[config.mk]
export PLATFORM = sky130hd
export DESIGN_NAME = rtcr_regs
export DESIGN_NICKNAME = d
export VERILOG_FILES = /design/src/rtcr_pkg.sv /design/src/rtcr_scratch.sv /design/src/rtcr_regs.sv
export SDC_FILE = /design/constraint.sdc
export NUM_CORES = 1
export LEC_CHECK = 0
export BUFFER_PORTS_ARGS = -buffer_cell sky130_fd_sc_hd__buf_4
export CAP_MARGIN = 30
export CORE_ASPECT_RATIO = 2
export CORE_UTILIZATION = 29
export CTS_CLUSTER_SIZE = 16
export DETAILED_ROUTE_END_ITERATION = 12
export PLACE_DENSITY_LB_ADDON = 0.05
export SETUP_SLACK_MARGIN = 0.4
export SLEW_MARGIN = 25
export SYNTH_ARGS = -nofsm -noshare
export SYNTH_HDL_FRONTEND = slang
export SYNTH_SLANG_ARGS = --single-unit
[constraint.sdc]
create_clock -name sys_clk -period 3.37 [get_ports sys_clk]
set_input_delay 0.674 -clock sys_clk [delete_from_list [all_inputs] [get_ports sys_clk]]
set_output_delay 0.674 -clock sys_clk [all_outputs]
set_load 0.05 [all_outputs]
[src/rtcr_pkg.sv]
// Package for the time and calendar register bank: offsets, fields and reset values.
package rtcr_pkg;
   // ======================================================
   // Register offsets
   localparam logic [7:0] RTCR_SCRATCH_OFS = 8'h03;
   localparam logic [7:0] RTCR_SEC_OFS = 8'h04;
   localparam logic [7:0] RTCR_MIN_OFS = 8'h05;
   localparam logic [7:0] RTCR_HOUR_OFS = 8'h06;
   localparam logic [7:0] RTCR_DAY_OFS = 8'h07;
   localparam logic [7:0] RTCR_WDAY_OFS = 8'h08;
   localparam logic [7:0] RTCR_MON_OFS = 8'h09;
   localparam logic [7:0] RTCR_YEAR_OFS = 8'h0A;
   localparam logic [7:0] RTCR_SMATCH_OFS = 8'h0B;
   localparam logic [7:0] RTCR_MMATCH_OFS = 8'h0C;
   // ======================================================
   // Field positions
   localparam int RTCR_OSC_STOP_BIT = 7;
   localparam int RTCR_DISABLE_BIT = 7;
   localparam int RTCR_MERIDIEM_BIT = 5;
   // ======================================================
   // Reset values
   localparam logic [7:0] RTCR_SCRATCH_RST = 8'h00;
   localparam logic [7:0] RTCR_SEC_RST = 8'h80;
   localparam logic [7:0] RTCR_MIN_RST = 8'h00;
   localparam logic [7:0] RTCR_HOUR_RST = 8'h00;
   localparam logic [7:0] RTCR_DAY_RST = 8'h01;
   localparam logic [7:0] RTCR_WDAY_RST = 8'h06;
   localparam logic [7:0] RTCR_MON_RST = 8'h01;
   localparam logic [7:0] RTCR_YEAR_RST = 8'h00;
   localparam logic [7:0] RTCR_MATCH_RST = 8'h80;
   // Number of registers in the register bank.
   localparam int RTCR_NREG = 10;
endpackage

[src/rtcr_scratch.sv]
// Scratch storage byte with registered read data.
`timescale 1ns/1ps
`default_nettype none
module rtcr_scratch (
   // Clock and reset
   input wire logic sys_clk,
   input wire logic resetn,
   // Write side
   input wire logic wr_en,
   input wire logic [7:0] wr_data,
   // Read side
   output logic [7:0] rd_data
);
   import rtcr_pkg::*;

   // ======================================================
   // Storage
   // Byte holds host data.
   always_ff @(posedge sys_clk or negedge resetn) begin
      if (!resetn) begin
         rd_data <= RTCR_SCRATCH_RST;
      end else if (wr_en) begin
         rd_data <= wr_data;
      end
   end
endmodule
`default_nettype wire

[src/rtcr_regs.sv]
// Time and calendar counter bank with 1 Hz cascade, freeze and match flag.
//
// Contract
// - Scratch byte at 0x03 stores host data, resets to zero.
// - Seconds bit 7 flags oscillator stop, resets to one.
// - Seconds BCD: tens bits 6..4, units bits 3..0, reset zero.
// - Minutes BCD at 0x05, bit 7 reads zero.
// - Twelve-hour: bit 5 meridiem, bit 4 tens, bits 3..0 units.
// - Twenty-four-hour: tens bits 5..4, units 3..0, bits 7..6 zero.
// - Hour format chosen by the format control input.
// - Day of month BCD at 0x07, tens bits 5..4.
// - Year divisible by four gives February a 29th day.
// - Weekday bits 2..0 count 0..6, reset six, upper bits zero.
// - Month BCD at 0x09, 1..12, resets to January.
// - Year two BCD digits at 0x0A, reset zero.
// - Access freezes counters; one pending tick applied afterwards.
// - Second match at 0x0B: bit 7 disable high-active, BCD value.
// - Minute match at 0x0C: bit 7 disable high-active, BCD value.
// - Match flag set when enabled fields first match time.
`timescale 1ns/1ps
`default_nettype none
module rtcr_regs (
   // Clock and reset
   input wire logic sys_clk,
   input wire logic resetn,
   // Time base and control
   input wire logic tick_1hz,
   input wire logic hour_12_mode,
   input wire logic match_flag_clear,
   // Register port
   input wire logic access_active,
   input wire logic reg_wr,
   input wire logic reg_rd,
   input wire logic [7:0] reg_addr,
   input wire logic [7:0] reg_wdata,
   output logic [7:0] reg_rdata,
   // Status
   output logic time_match_flag,
   output logic oscillator_stop_flag
);
   import rtcr_pkg::*;

   // ======================================================
   // Helpers
   // BCD increment of a two-digit value.
   function automatic logic [7:0] bcd_inc(input logic [7:0] v);
      logic [7:0] r;
      r = 8'h00;
      if (v[3:0] == 4'h9) begin
         r = {v[7:4] + 4'h1, 4'h0};
      end else begin
         r = {v[7:4], v[3:0] + 4'h1};
      end
      return r;
   endfunction

   // Last day of the month, with the leap year rule.
   function automatic logic [7:0] month_last(input logic [7:0] m, input logic [7:0] y);
      logic [7:0] r;
      logic leap;
      r = 8'h31;
      leap = (y[4] == 1'b0) ? (y[1:0] == 2'b00) : (y[1:0] == 2'b10);
      case (m)
         8'h02: r = leap ? 8'h29 : 8'h28;
         8'h04, 8'h06, 8'h09, 8'h11: r = 8'h30;
         default: r = 8'h31;
      endcase
      return r;
   endfunction

   // ======================================================
   // Counter state
   logic osc_stop_r;
   logic [6:0] sec_r;
   logic [6:0] min_r;
   logic [5:0] hour_r;
   logic [5:0] day_r;
   logic [2:0] wday_r;
   logic [4:0] mon_r;
   logic [7:0] year_r;
   logic [7:0] smatch_r;
   logic [7:0] mmatch_r;
   logic pending_r;
   logic [7:0] scratch_q;
   logic scratch_wr;
   logic do_tick;
   logic [7:0] sec_nxt;
   logic [7:0] min_nxt;
   logic [5:0] hour_nxt;
   logic [7:0] hour_inc;
   logic [7:0] day_nxt;
   logic [2:0] wday_nxt;
   logic [7:0] mon_nxt;
   logic [7:0] year_nxt;
   logic carry_min;
   logic carry_hour;
   logic carry_day;
   logic carry_mon;
   logic carry_year;
   logic match_now;
   logic match_prev_r;

   assign scratch_wr = reg_wr && (reg_addr == RTCR_SCRATCH_OFS);

   // The scratch byte lives in its own module.
   rtcr_scratch u_scratch (
      .sys_clk(sys_clk),
      .resetn(resetn),
      .wr_en(scratch_wr),
      .wr_data(reg_wdata),
      .rd_data(scratch_q)
   );

   // ======================================================
   // Tick deferral
   // Ticks during an access wait; only one is kept.
   always_ff @(posedge sys_clk or negedge resetn) begin
      if (!resetn) begin
         pending_r <= 1'b0;
      end else if (access_active) begin
         if (tick_1hz) begin
            pending_r <= 1'b1;
         end
      end else begin
         // A tick on the release cycle is kept for one more cycle,
         // so the stored tick and the fresh one are both counted.
         pending_r <= pending_r && tick_1hz;
      end
   end

   // Counters advance only outside an access.
   assign do_tick = !access_active && (tick_1hz || pending_r);

   // ======================================================
   // Carry chain
   // Cascade of field increments.
   always_comb begin
      carry_min = (sec_r == 7'h59);
      sec_nxt = carry_min ? 8'h00 : bcd_inc({1'b0, sec_r});
      carry_hour = carry_min && (min_r == 7'h59);
      min_nxt = (min_r == 7'h59) ? 8'h00 : bcd_inc({1'b0, min_r});
      carry_day = 1'b0;
      hour_nxt = hour_r;
      // In twelve-hour mode the tens digit never carries into bit 5, so one increment serves both formats.
      hour_inc = bcd_inc({2'b00, hour_r});
      if (hour_12_mode) begin
         if (hour_r[4:0] == 5'h12) begin
            hour_nxt = {hour_r[5], 5'h01};
         end else if (hour_r[4:0] == 5'h11) begin
            hour_nxt = {~hour_r[5], 5'h12};
            carry_day = hour_r[5];
         end else begin
            hour_nxt = {hour_r[5], hour_inc[4:0]};
         end
      end else begin
         if (hour_r == 6'h23) begin
            hour_nxt = 6'h00;
            carry_day = 1'b1;
         end else begin
            hour_nxt = hour_inc[5:0];
         end
      end
      carry_day = carry_day && carry_hour;
      carry_mon = carry_day && ({2'b00, day_r} == month_last({3'b000, mon_r}, year_r));
      day_nxt = carry_mon ? 8'h01 : bcd_inc({2'b00, day_r});
      // The values carry no day names; the host gives them their meaning.
      // Weekday wraps after six.
      wday_nxt = (wday_r == 3'h6) ? 3'h0 : wday_r + 3'h1;
      carry_year = carry_mon && (mon_r == 5'h12);
      mon_nxt = carry_year ? 8'h01 : bcd_inc({3'b000, mon_r});
      year_nxt = (year_r == 8'h99) ? 8'h00 : bcd_inc(year_r);
   end

   // ======================================================
   // Time counters
   // A host write wins over a tick in the same cycle; the carry that the tick
   // would have passed on still reaches the higher fields. Hosts write inside
   // an access, where no tick lands, so this only matters for stray writes.
   // Seconds counter and host writes.
   always_ff @(posedge sys_clk or negedge resetn) begin
      if (!resetn) begin
         sec_r <= RTCR_SEC_RST[6:0];
         osc_stop_r <= RTCR_SEC_RST[RTCR_OSC_STOP_BIT];
      end else if (reg_wr && reg_addr == RTCR_SEC_OFS) begin
         sec_r <= reg_wdata[6:0];
         // Host clears or sets the stop flag.
         osc_stop_r <= reg_wdata[RTCR_OSC_STOP_BIT];
      end else if (do_tick) begin
         sec_r <= sec_nxt[6:0];
      end
   end

   always_ff @(posedge sys_clk or negedge resetn) begin
      if (!resetn) begin
         min_r <= RTCR_MIN_RST[6:0];
      end else if (reg_wr && reg_addr == RTCR_MIN_OFS) begin
         min_r <= reg_wdata[6:0];
      end else if (do_tick && carry_min) begin
         min_r <= min_nxt[6:0];
      end
   end

   // Hours counter follows the selected format.
   always_ff @(posedge sys_clk or negedge resetn) begin
      if (!resetn) begin
         hour_r <= RTCR_HOUR_RST[5:0];
      end else if (reg_wr && reg_addr == RTCR_HOUR_OFS) begin
         hour_r <= reg_wdata[5:0];
      end else if (do_tick && carry_hour) begin
         hour_r <= hour_nxt;
      end
   end

   // Day counter, limited by month length.
   always_ff @(posedge sys_clk or negedge resetn) begin
      if (!resetn) begin
         day_r <= RTCR_DAY_RST[5:0];
      end else if (reg_wr && reg_addr == RTCR_DAY_OFS) begin
         day_r <= reg_wdata[5:0];
      end else if (do_tick && carry_day) begin
         day_r <= day_nxt[5:0];
      end
   end

   // Weekday counter, advanced with the day.
   always_ff @(posedge sys_clk or negedge resetn) begin
      if (!resetn) begin
         wday_r <= RTCR_WDAY_RST[2:0];
      end else if (reg_wr && reg_addr == RTCR_WDAY_OFS) begin
         wday_r <= reg_wdata[2:0];
      end else if (do_tick && carry_day) begin
         wday_r <= wday_nxt;
      end
   end

   always_ff @(posedge sys_clk or negedge resetn) begin
      if (!resetn) begin
         mon_r <= RTCR_MON_RST[4:0];
      end else if (reg_wr && reg_addr == RTCR_MON_OFS) begin
         mon_r <= reg_wdata[4:0];
      end else if (do_tick && carry_mon) begin
         mon_r <= mon_nxt[4:0];
      end
   end

   always_ff @(posedge sys_clk or negedge resetn) begin
      if (!resetn) begin
         year_r <= RTCR_YEAR_RST;
      end else if (reg_wr && reg_addr == RTCR_YEAR_OFS) begin
         year_r <= reg_wdata;
      end else if (do_tick && carry_year) begin
         year_r <= year_nxt;
      end
   end

   // ======================================================
   // Match settings
   // Second match setting.
   always_ff @(posedge sys_clk or negedge resetn) begin
      if (!resetn) begin
         smatch_r <= RTCR_MATCH_RST;
      end else if (reg_wr && reg_addr == RTCR_SMATCH_OFS) begin
         smatch_r <= reg_wdata;
      end
   end

   always_ff @(posedge sys_clk or negedge resetn) begin
      if (!resetn) begin
         mmatch_r <= RTCR_MATCH_RST;
      end else if (reg_wr && reg_addr == RTCR_MMATCH_OFS) begin
         mmatch_r <= reg_wdata;
      end
   end

   // The match is taken on the counter values, so a host write that lands on
   // the setting raises the flag just as a tick would.
   // Disabled fields are ignored; at least one must be enabled.
   assign match_now = (!smatch_r[RTCR_DISABLE_BIT] || !mmatch_r[RTCR_DISABLE_BIT])
      && (smatch_r[RTCR_DISABLE_BIT] || smatch_r[6:0] == sec_r)
      && (mmatch_r[RTCR_DISABLE_BIT] || mmatch_r[6:0] == min_r);

   // Flag sets on the first matching cycle; set wins over clear.
   always_ff @(posedge sys_clk or negedge resetn) begin
      if (!resetn) begin
         match_prev_r <= 1'b0;
         time_match_flag <= 1'b0;
      end else begin
         match_prev_r <= match_now;
         if (match_now && !match_prev_r) begin
            time_match_flag <= 1'b1;
         end else if (match_flag_clear) begin
            time_match_flag <= 1'b0;
         end
      end
   end

   // ======================================================
   // Read path
   // Read data is registered so the output comes from a flop.
   // Unused upper bits are padded with zeros here, whatever the host wrote.
   always_ff @(posedge sys_clk or negedge resetn) begin
      if (!resetn) begin
         reg_rdata <= 8'h00;
      end else if (reg_rd) begin
         case (reg_addr)
            RTCR_SCRATCH_OFS: reg_rdata <= scratch_wr ? reg_wdata : scratch_q;
            RTCR_SEC_OFS: reg_rdata <= {osc_stop_r, sec_r};
            RTCR_MIN_OFS: reg_rdata <= {1'b0, min_r};
            RTCR_HOUR_OFS: reg_rdata <= {2'b00, hour_r};
            RTCR_DAY_OFS: reg_rdata <= {2'b00, day_r};
            RTCR_WDAY_OFS: reg_rdata <= {5'b00000, wday_r};
            RTCR_MON_OFS: reg_rdata <= {3'b000, mon_r};
            RTCR_YEAR_OFS: reg_rdata <= year_r;
            RTCR_SMATCH_OFS: reg_rdata <= smatch_r;
            RTCR_MMATCH_OFS: reg_rdata <= mmatch_r;
            default: reg_rdata <= 8'h00;
         endcase
      end
   end

   // Stop flag mirrored to a port for status.
   always_ff @(posedge sys_clk or negedge resetn) begin
      if (!resetn) begin
         oscillator_stop_flag <= 1'b1;
      end else begin
         oscillator_stop_flag <= osc_stop_r;
      end
   end
endmodule
`default_nettype wire

==> flow_metrics.tcl, run 1 <==
set metrics [dict create \
    htree_levels 3 \
    vias_per_cell 5.543 \
    crit_type "reg2reg" \
    synth.area.mux_share 0.1158 \
    ys_ff_latch 79 \
    clk_latency_ps 350 \
    crit_chain "or3b_4 -> a2111oi_2 -> nor4_1 -> nor4_4 -> nand3_2 -> or3_1 -> a31oi_1" \
    arrival_ps 3050 \
    yosysMostFrequentCell "dfrtp_1" \
    fin_worst_skew_ps 4.734 \
    diodes 0 \
    netlist.top_cell.by_area "dfrtp_1" \
    final_area_um2 6013 \
    die_area_um2 18310 \
    cts_buffers 9 \
    ys_seq_area_frac 0.3862 \
    synth_compound_area_frac 0.1741 \
    synth.net_count 615 \
    synthTopCellsByArea "dfrtp_1, mux2_2, a21oi_1" \
    place_area_um2 5637 \
    start_kind "flop" \
    ir_drop_mv 0.2209 \
    synthXorXnorAreaFrac 0.03745 \
    ant_nets 0 \
    synth_cell_types 62 \
    worst_path_max_delay_cell "dfrtp_1" \
    synth_flop_cell "dfrtp_1" \
    finalWirelength_um 18020 \
    leakage_nw 2.513 \
    num_rows 68 \
    async_flop_share 1.000 \
    portBuffers 33 \
    r2r_setup_slack_ps 600 \
    synth_top_area_frac 0.3453 \
    rsz0062_at_grt "no" \
    die_h_um 190.4 \
    ctsRootBufferMaster "clkbuf_16" \
    hpwl_um 13490 \
    ys.warnings.count 0 \
    setup_viol 0 \
    cts_hold_buf 0 \
    syn_inst 578 \
    hold_class "in2async" \
    syn_area_per_cell_um2 8.901 \
    dp_cells 801 \
    synth_fa_ha_area_frac 0.03356 \
    period_share 0.8232 \
    cp_max_fo 12 \
    crit_path_max_incr_delay_ps 560 \
    gp_congestion 0.8337 \
    core_um2 17270 \
    die_width_um 96.19 \
    drt_iter0_markers 182 \
    r2r-end "year_r[7]" \
    worst_pin_slew_ps 786.7 \
    min_period_ps 2774 \
    outcome "completed" \
    synthTopCellsByCount "dfrtp_1, nand2_1, a21oi_1, nor2_1, o21ai_0" \
    report.power.total_mw 2.770 \
    synth_top_family_by_area "simple AND/OR/NAND/NOR gates" \
    cap_viol_max_count 0 \
    achievable-frequency_mhz 360.5 \
    cts_tree "built" \
    p_per_area_nw_per_um2 460.6 \
    setup_tns_ps 0 \
    worst_setup_path_end_kind "flop" \
    grt_start_max_net_pins 45 \
    synth-edff-count 0 \
    cts_sinks 79 \
    wl_per_cell_um 22.00 \
    cts_max_path_buffers 2 \
    grt_pass1_wl_um 27930 \
    drive_above_1_share 0.1970 \
    drcViolationCount 0 \
    initial_core_util 0.2979 \
    drv_slew 0 \
    finalHoldViolCount 0 \
    vias 4540 \
    fin_nets 641 \
    r2r_cells 7 \
    grt-ovfl-total 0 \
    grt_use_total 0.2147 \
    cp.required_ps 3640 \
    grt_pass1_vias 4652 \
    slew_headroom 0.4707 \
    drt-pass1-iter-count 4 \
    ioPinCount 34 \
    r2r_start "mon_r[1]" \
    area_growth_pct 16.88 \
    antenna_found_initial 0 \
    yosys.area_share.simple 0.2067 \
    clk_pin_slew_ps 60 \
    synthesis.area_um2 5145 \
    final_cells 819 \
]
-- what timing repair did --
| action | 4_1_cts | 5_1_grt |
|---|---|---|
| buffers inserted | 0 | 2 |
| setup endpoints to repair | 3 | 5 |
| gates resized for setup | 1 | 3 |
| pin swaps | 0 | 1 |
-- registers in the layout, summed over array words and instances, names as in the netlist --
signal,cells
day_r,6
hour_r,6
match_prev_r,1
min_r,7
mmatch_r,8
mon_r,5
osc_stop_r,1
oscillator_stop_flag,1
pending_r,1
reg_rdata,8
sec_r,7
smatch_r,8
time_match_flag,1
u_scratch.rd_data,8
wday_r,3
year_r,8
-- power by group --
part | switching [mW] | internal [mW] | leakage, nW | total [mW]
clock | 0.427 | 0.742 | 0.168 | 1.17
combinational | 0.237 | 0.194 | 1.32 | 0.431
sequential | 0.139 | 1.03 | 1.02 | 1.17
total | 0.803 | 1.97 | 2.51 | 2.77
-- worst max-delay path, delay by kind of cell, from the launching register on --
family | cells | cell delay (ps)
AND/OR/NAND/NOR | 5 | 1550
AO/OA/AOI/OAI | 2 | 580
flip-flops | 1 | 560
-- area by class of cell --
| cell class | instances | area [um2] |
|---|---|---|
| fill | 1805 | 11260 |
| multi-input combinational | 438 | 2939 |
| sequential | 79 | 1988 |
| timing repair buffer | 51 | 382.9 |
| tap | 210 | 262.8 |
| clock buffer | 10 | 239.0 |
| clock inverter | 6 | 107.6 |
| inverter | 25 | 93.84 |
-- cell families (layout without fill, tap and decap cells) --
group / after synthesis / after routing
AO/OA/AOI/OAI: 147 / 147
XOR/XNOR: 22 / 22
adder cells (fa/ha/maj): 14 / 14
buffers and inverters: 61 / 92
flip-flops: 79 / 79
multiplexers: 51 / 51
AND/OR/NAND/NOR: 204 / 204
-- how the worst max path moves through the flow --
stage	cells after the start	slack, ps	endpoint	from
floorplan	9	700	year_r[7]	min_r[1]
global route	7	430	year_r[7]	mon_r[1]
global placement	8	350	hour_r[1]	reg_addr[5]
detailed placement	8	350	hour_r[3]	reg_addr[5]
CTS	8	540	year_r[7]	min_r[0]
finish	7	600	year_r[7]	mon_r[1]
-- cells in the final DEF, fill, tap and decap left out, types with 5 or more instances in the layout --
| cell type | netlist | layout |
|---|---|---|
| a211oi_1 | 6 | 6 |
| a21oi_1 | 50 | 50 |
| a22oi_1 | 6 | 6 |
| a31oi_1 | 11 | 11 |
| buf_4 | 0 | 51 |
| clkbuf_16 | 0 | 9 |
| dfrtp_1 | 71 | 70 |
| dfstp_2 | 8 | 8 |
| ha_1 | 13 | 13 |
| inv_1 | 25 | 25 |
| mux2_2 | 28 | 28 |
| mux2i_1 | 19 | 19 |
| nand2_1 | 56 | 56 |
| nand3_1 | 20 | 20 |
| nand3b_1 | 5 | 5 |
| nor2_1 | 46 | 46 |
| nor2b_1 | 9 | 9 |
| nor3_1 | 12 | 12 |
| nor3b_1 | 7 | 6 |
| nor4_1 | 7 | 7 |
| o21ai_0 | 34 | 34 |
| o22ai_1 | 13 | 13 |
| or3_1 | 7 | 5 |
| xnor2_1 | 14 | 14 |
| xor2_1 | 8 | 8 |
-- metrics by stage --
step,worst slack [ps],utilization,hold slack (ps)
2_1_floorplan,698.0,-,356.6
3_5_place_dp,348.3,0.3264,370.7
5_1_grt,433.4,0.3482,382.6
6_report,595.8,0.3482,340.1
4_1_cts,541.9,0.3467,359.3
3_3_place_gp,354.9,0.3264,373.0
-- layer usage --
layer | share of wire | global-route usage | up-vias
met5 | 0 | 0 | -
met4 | 0.059 | 0.1361 | 0
met3 | 0.026 | 0.02671 | 49
met2 | 0.53 | 0.3773 | 115
met1 | 0.39 | 0.2358 | 2227
li1 | - | - | 2149
No activity file was read; power rests on OpenSTA's default activity.
==> inputs of run 2 (changes only) <==
- clock period: 3.37 -> 2.6 ns (I/O delays scaled with it)
==> run 2 against run 1 <==
Count of clock-buffer cells in the layout decreased by 1. Combinational power increased by 88%. Non-clock buffer count rose by 84. Total power is 30% higher. Routed wire length increased by 5.2%. Clock skew up 2.7 ps. Utilization grew 5.4 points. Cell count increased by 10%. Sequential power rose by 22%. Via count increased by 7.3%. Clock power increased by 15%. Critical path depth is 1 higher. Critical path type unchanged.
==> flow_metrics.tcl, run 2 (synthesized netlist as in run 1, its figures left out) <==
set metrics [dict create \
    final_core_util 0.4023 \
    drt-pass1-iter-count 4 \
    place_ws_ps -26.46 \
    finalWirelength_um 18950 \
    core_um2 17270 \
    worst_setup_path_end_kind "flop" \
    fin_nets 725 \
    hold-worst-slack_ps 137.8 \
    p_per_area_nw_per_um2 516.9 \
    ant_nets 0 \
    report.power.total_mw 3.592 \
    finalHoldViolCount 0 \
    drcViolationCount 0 \
    crit_path_max_incr_delay_ps 450 \
    worst_slack_ps 27.32 \
    r2r_setup_slack_ps 30 \
    ir_drop_mv 0.3028 \
    r2r-end "day_r[4]" \
    worst_pin_slew_ps 656.7 \
    setup_tns_ps 0 \
    slew_headroom 0.5509 \
    setup_viol 0 \
    num_rows 68 \
    r2r_start "mon_r[1]" \
    drv_slew 0 \
    die_area_um2 18310 \
    r2r_cells 8 \
    fin_worst_skew_ps 7.473 \
    grt_pass1_wl_um 29170 \
    cp_max_fo 6 \
    antenna_found_initial 0 \
    cap_viol_max_count 0 \
    rsz0062_at_grt "yes" \
    portBuffers 33 \
    clk_latency_ps 350 \
    drive_above_1_share 0.3420 \
    grt_use_total 0.2209 \
    hpwl_um 13850 \
    cts_buffers 9 \
    outcome "completed" \
    fillers 1774 \
    cts_max_path_buffers 2 \
    start_kind "flop" \
    min_period_ps 2573 \
    cts_sinks 79 \
    ioPinCount 34 \
    vias 4872 \
    final_cell_mix "buf_4, dfrtp_1, nand2_1, a21oi_1, nor2_1" \
    cts_hold_buf 0 \
    place_area_um2 6092 \
    htree_levels 3 \
    period_share 0.9895 \
    grt-ovfl-total 0 \
    worst_path_max_delay_cell "or3b_4" \
    arrival_ps 2850 \
    ctsRootBufferMaster "clkbuf_16" \
    grt_pass1_vias 5001 \
    final_cells 903 \
    diodes 0 \
    achievable-frequency_mhz 388.7 \
    leakage_nw 3.000 \
    die_h_um 190.4 \
    crit_chain "or3b_4 -> o311a_1 -> o211ai_1 -> buf_4 -> nor4b_4 -> buf_4 -> or4_1 -> a31oi_1" \
    grt_start_max_net_pins 36 \
    cts_tree "built" \
    hold_class "in2async" \
    dp_cells 850 \
    drt_iter0_markers 261 \
    crit_type "reg2reg" \
    area_growth_pct 35.07 \
    initial_core_util 0.2979 \
    wl_per_cell_um 20.99 \
    gp_congestion 0.8055 \
    crit_path_frequent_cell "buf_4" \
    cp.required_ps 2880 \
    layout_commonest_cell "buf_4" \
    vias_per_cell 5.395 \
    clk_pin_slew_ps 70 \
    final_area_um2 6949 \
    die_width_um 96.19 \
]
run 2: cell types whose count changed in the layout (fill, tap and decap cells not counted), moves of 3 or more:
cell,before,now
a21oi_1,50,46
nand3_2,1,4
o21ai_0,34,23
buf_4,51,116
nor3b_1,6,3
o21ai_1,0,9
buf_6,0,17
nand3_1,20,17
a211oi_1,6,3
run 2: timing repair:
action                     4_1_cts  5_1_grt
setup endpoints to repair       19       34
gates resized for setup         24       45
pin swaps                       15       19
setup buffers                   24       13
run 2: final cells by class:
class / count / area, um2 / share of cell area
Timing Repair Buffer: 135 / 1102 / 0.1586
Tap cell: 210 / 262.8 / 0.03781
Sequential cell: 79 / 1987 / 0.2859
Inverter: 25 / 93.84 / 0.01350
Clock inverter: 7 / 78.83 / 0.01134
Clock buffer: 9 / 225.2 / 0.03241
Multi-Input combinational cell: 438 / 3199 / 0.4604
run 2: worst max path at each step:
stage             start   endpoint  slack (ps)
6_report       mon_r[1]   day_r[4]          30
5_1_grt        mon_r[1]   mon_r[3]         -80
4_1_cts        mon_r[1]   mon_r[1]         100
3_5_place_dp   min_r[5]  year_r[5]         -30
3_3_place_gp   min_r[5]  year_r[5]           5
2_1_floorplan  min_r[5]  year_r[5]         -30
run 2: metal layers:
layer,up-vias,GRT usage,wire length [um]
met1,2432,0.2461,7323
li1,2329,-,-
met3,25,0.02512,406
met4,0,0.09874,586
met2,86,0.4053,10640
met5,-,0,0
run 2: where the power goes:
part | internal [mW] | switching (mW)
registers | 1.34 | 0.0944
clock network | 0.753 | 0.596
logic | 0.372 | 0.440
total | 2.46 | 1.13
run 2: critical path, delay by kind of cell (launching register included):
family / cells / cell delay [ps]
DFF: 1 / 420
and+or+nand+nor: 3 / 880
AOI/OAI and AO/OA: 3 / 830
buffers and inverters: 2 / 360
==> inputs of run 3 (changes only) <==
- HOLD_SLACK_MARGIN: unset -> 0.02
- REMOVE_ABC_BUFFERS: unset -> 1
==> run 3 against run 2 <==
The run now ends with setup timing left. Clock skew rose by 1.2 ps. Critical path depth rose by 2. Count of clock-buffer cells in the layout rose by 1. Worst setup slack got worse by 67 ps. Routed wire length fell by 3.0%. Total power rose by 2.6%. Worst hold slack got worse by 10 ps.
==> flow_metrics.tcl, run 3 (synthesized netlist as in run 1, its figures left out) <==
set metrics [dict create \
    cts_sinks 79 \
    final_cell_mix "buf_4, dfrtp_1, nand2_1, a21oi_1, nor2_1" \
    crit_path_frequent_cell "or3_4" \
    drv_slew 0 \
    multiInputGateArea_um2 3087 \
    grt_start_max_net_pins 33 \
    core_um2 17270 \
    cts_max_path_buffers 2 \
    finalHoldViolCount 0 \
    cp_max_fo 4 \
    finalWirelength_um 18380 \
    drt_iter0_markers 205 \
    final_core_util 0.3808 \
    grt-ovfl-total 0 \
    leakage_nw 2.823 \
    setup_tns_ps -78.79 \
    p_per_area_nw_per_um2 560.2 \
    drive_above_1_share 0.2890 \
    fin_worst_skew_ps 8.658 \
    wl_per_cell_um 21.10 \
    r2r_cells 10 \
    setup_viol 3 \
    grt_use_total 0.2129 \
    crit_chain "inv_1 -> ha_1 -> nand3b_1 -> or3_4 -> or3_4 -> nor4_4 -> buf_4 -> nand2_4 -> or3_4 -> a31oi_4" \
    rsz0062_at_grt "yes" \
    fin_nets 693 \
    crit_type "reg2reg" \
    diodes 0 \
    r2r-end "year_r[4]" \
    die_h_um 190.4 \
    r2r_setup_slack_ps -40 \
    period_share 1.015 \
    area_growth_pct 27.85 \
    crit_path_max_incr_delay_ps 380 \
    fillers 1771 \
    grt_pass1_vias 4737 \
    clk_pin_slew_ps 70 \
    grt_pass1_wl_um 27810 \
    cts_buffers 9 \
    clk_latency_ps 350 \
    htree_levels 3 \
    die_width_um 96.19 \
    ff_latch_area_um2 1987 \
    achievable-frequency_mhz 378.8 \
    gp_congestion 0.8179 \
    initial_core_util 0.2979 \
    ioPinCount 34 \
    ant_nets 0 \
    cts_hold_buf 0 \
    arrival_ps 2910 \
    worst_slack_ps -40.08 \
    layout_commonest_cell "buf_4" \
    worst_setup_path_end_kind "flop" \
    worst_pin_slew_ps 551.0 \
    hold_class "in2async" \
    portBuffers 33 \
    worst_path_max_delay_cell "dfrtp_1" \
    cts_tree "built" \
    vias 4684 \
    vias_per_cell 5.378 \
    antenna_found_initial 0 \
    die_area_um2 18310 \
    cp.required_ps 2870 \
    min_period_ps 2640 \
    cap_viol_max_count 0 \
    slew_headroom 0.6232 \
    r2r_start "min_r[1]" \
    hpwl_um 13630 \
    drcViolationCount 0 \
    crit_start "min_r[1]" \
    drt-pass1-iter-count 4 \
    num_rows 68 \
    endpoint "year_r[4]" \
    start_kind "flop" \
    violations "setup timing" \
    outcome "finished with violations" \
    ctsRootBufferMaster "clkbuf_16" \
    place_ws_ps -138.0 \
    ir_drop_mv 0.2609 \
]
## run 3: cell count changes in the layout (fill, tap and decap cells not counted), sizes merged
cell      delta
buf         -32
clkbuf       +1
clkinv       +2
bufinv       +2
clkinvlp     -3
inv          -2
## run 3: per-layer routing
layer  share of wire  track usage  vias to the layer above
li1                -            -                     2250
met1            0.39       0.2259                     2334
met2            0.56       0.3993                       73
met3           0.024      0.03110                       27
met4           0.032      0.09357                        0
met5               0            0                        -
## run 3: final cells by class
cell class | count | share of cell area
Sequential cell | 79 | 0.3021
Clock inverter | 6 | 0.01655
Inverter | 25 | 0.01427
Clock buffer | 10 | 0.03481
Tap cell | 210 | 0.03995
Timing Repair Buffer | 103 | 0.1231
Multi-Input combinational cell | 438 | 0.4693
## run 3: worst max-delay path: cells and delay by family, from the launching register on
family | cells | cell delay, ps
adder cells (fa/ha/maj) | 1 | 150
AND/OR/NAND/NOR | 6 | 1630
buffers and inverters | 2 | 260
flip-flops | 1 | 380
AO/OA/AOI/OAI | 1 | 150
## run 3: power breakdown
group,total (mW),switching [mW],internal (mW)
sequential,1.43,0.0901,1.34
combinational,0.770,0.429,0.341
clock,1.49,0.551,0.938
total,3.68,1.07,2.61
## run 3: what timing repair did
action	CTS	global route
pin swaps	3	19
endpoints found under the hold margin	0	0
gates cloned	0	0
setup buffers	3	6
resized for setup	6	30
endpoints found under the setup margin	29	26
## run 3: worst min-delay path by stage
| stage | from | to | cells past startpoint |
|---|---|---|---|
| floorplan | resetn | day_r[1] | 0 |
| global placement | osc_stop_r | oscillator_stop_flag | 0 |
| detailed placement | osc_stop_r | oscillator_stop_flag | 0 |
| CTS | resetn | time_match_flag | 1 |
| global route | resetn | time_match_flag | 1 |
| finish | resetn | reg_rdata[6] | 1 |
## run 3: stage by stage
step | hold slack (ps) | std cells | area [um2] | power, mW
finish | 127.7 | 871 | 6578 | 3.684
global route | 157.1 | 871 | 6578 | 3.854
CTS | 142.6 | 865 | 6394 | 3.715
detailed placement | 369.2 | 846 | 6000 | 2.201
global placement | 369.1 | 846 | 6000 | 2.192
floorplan | 224.4 | 542 | 5001 | 1.811
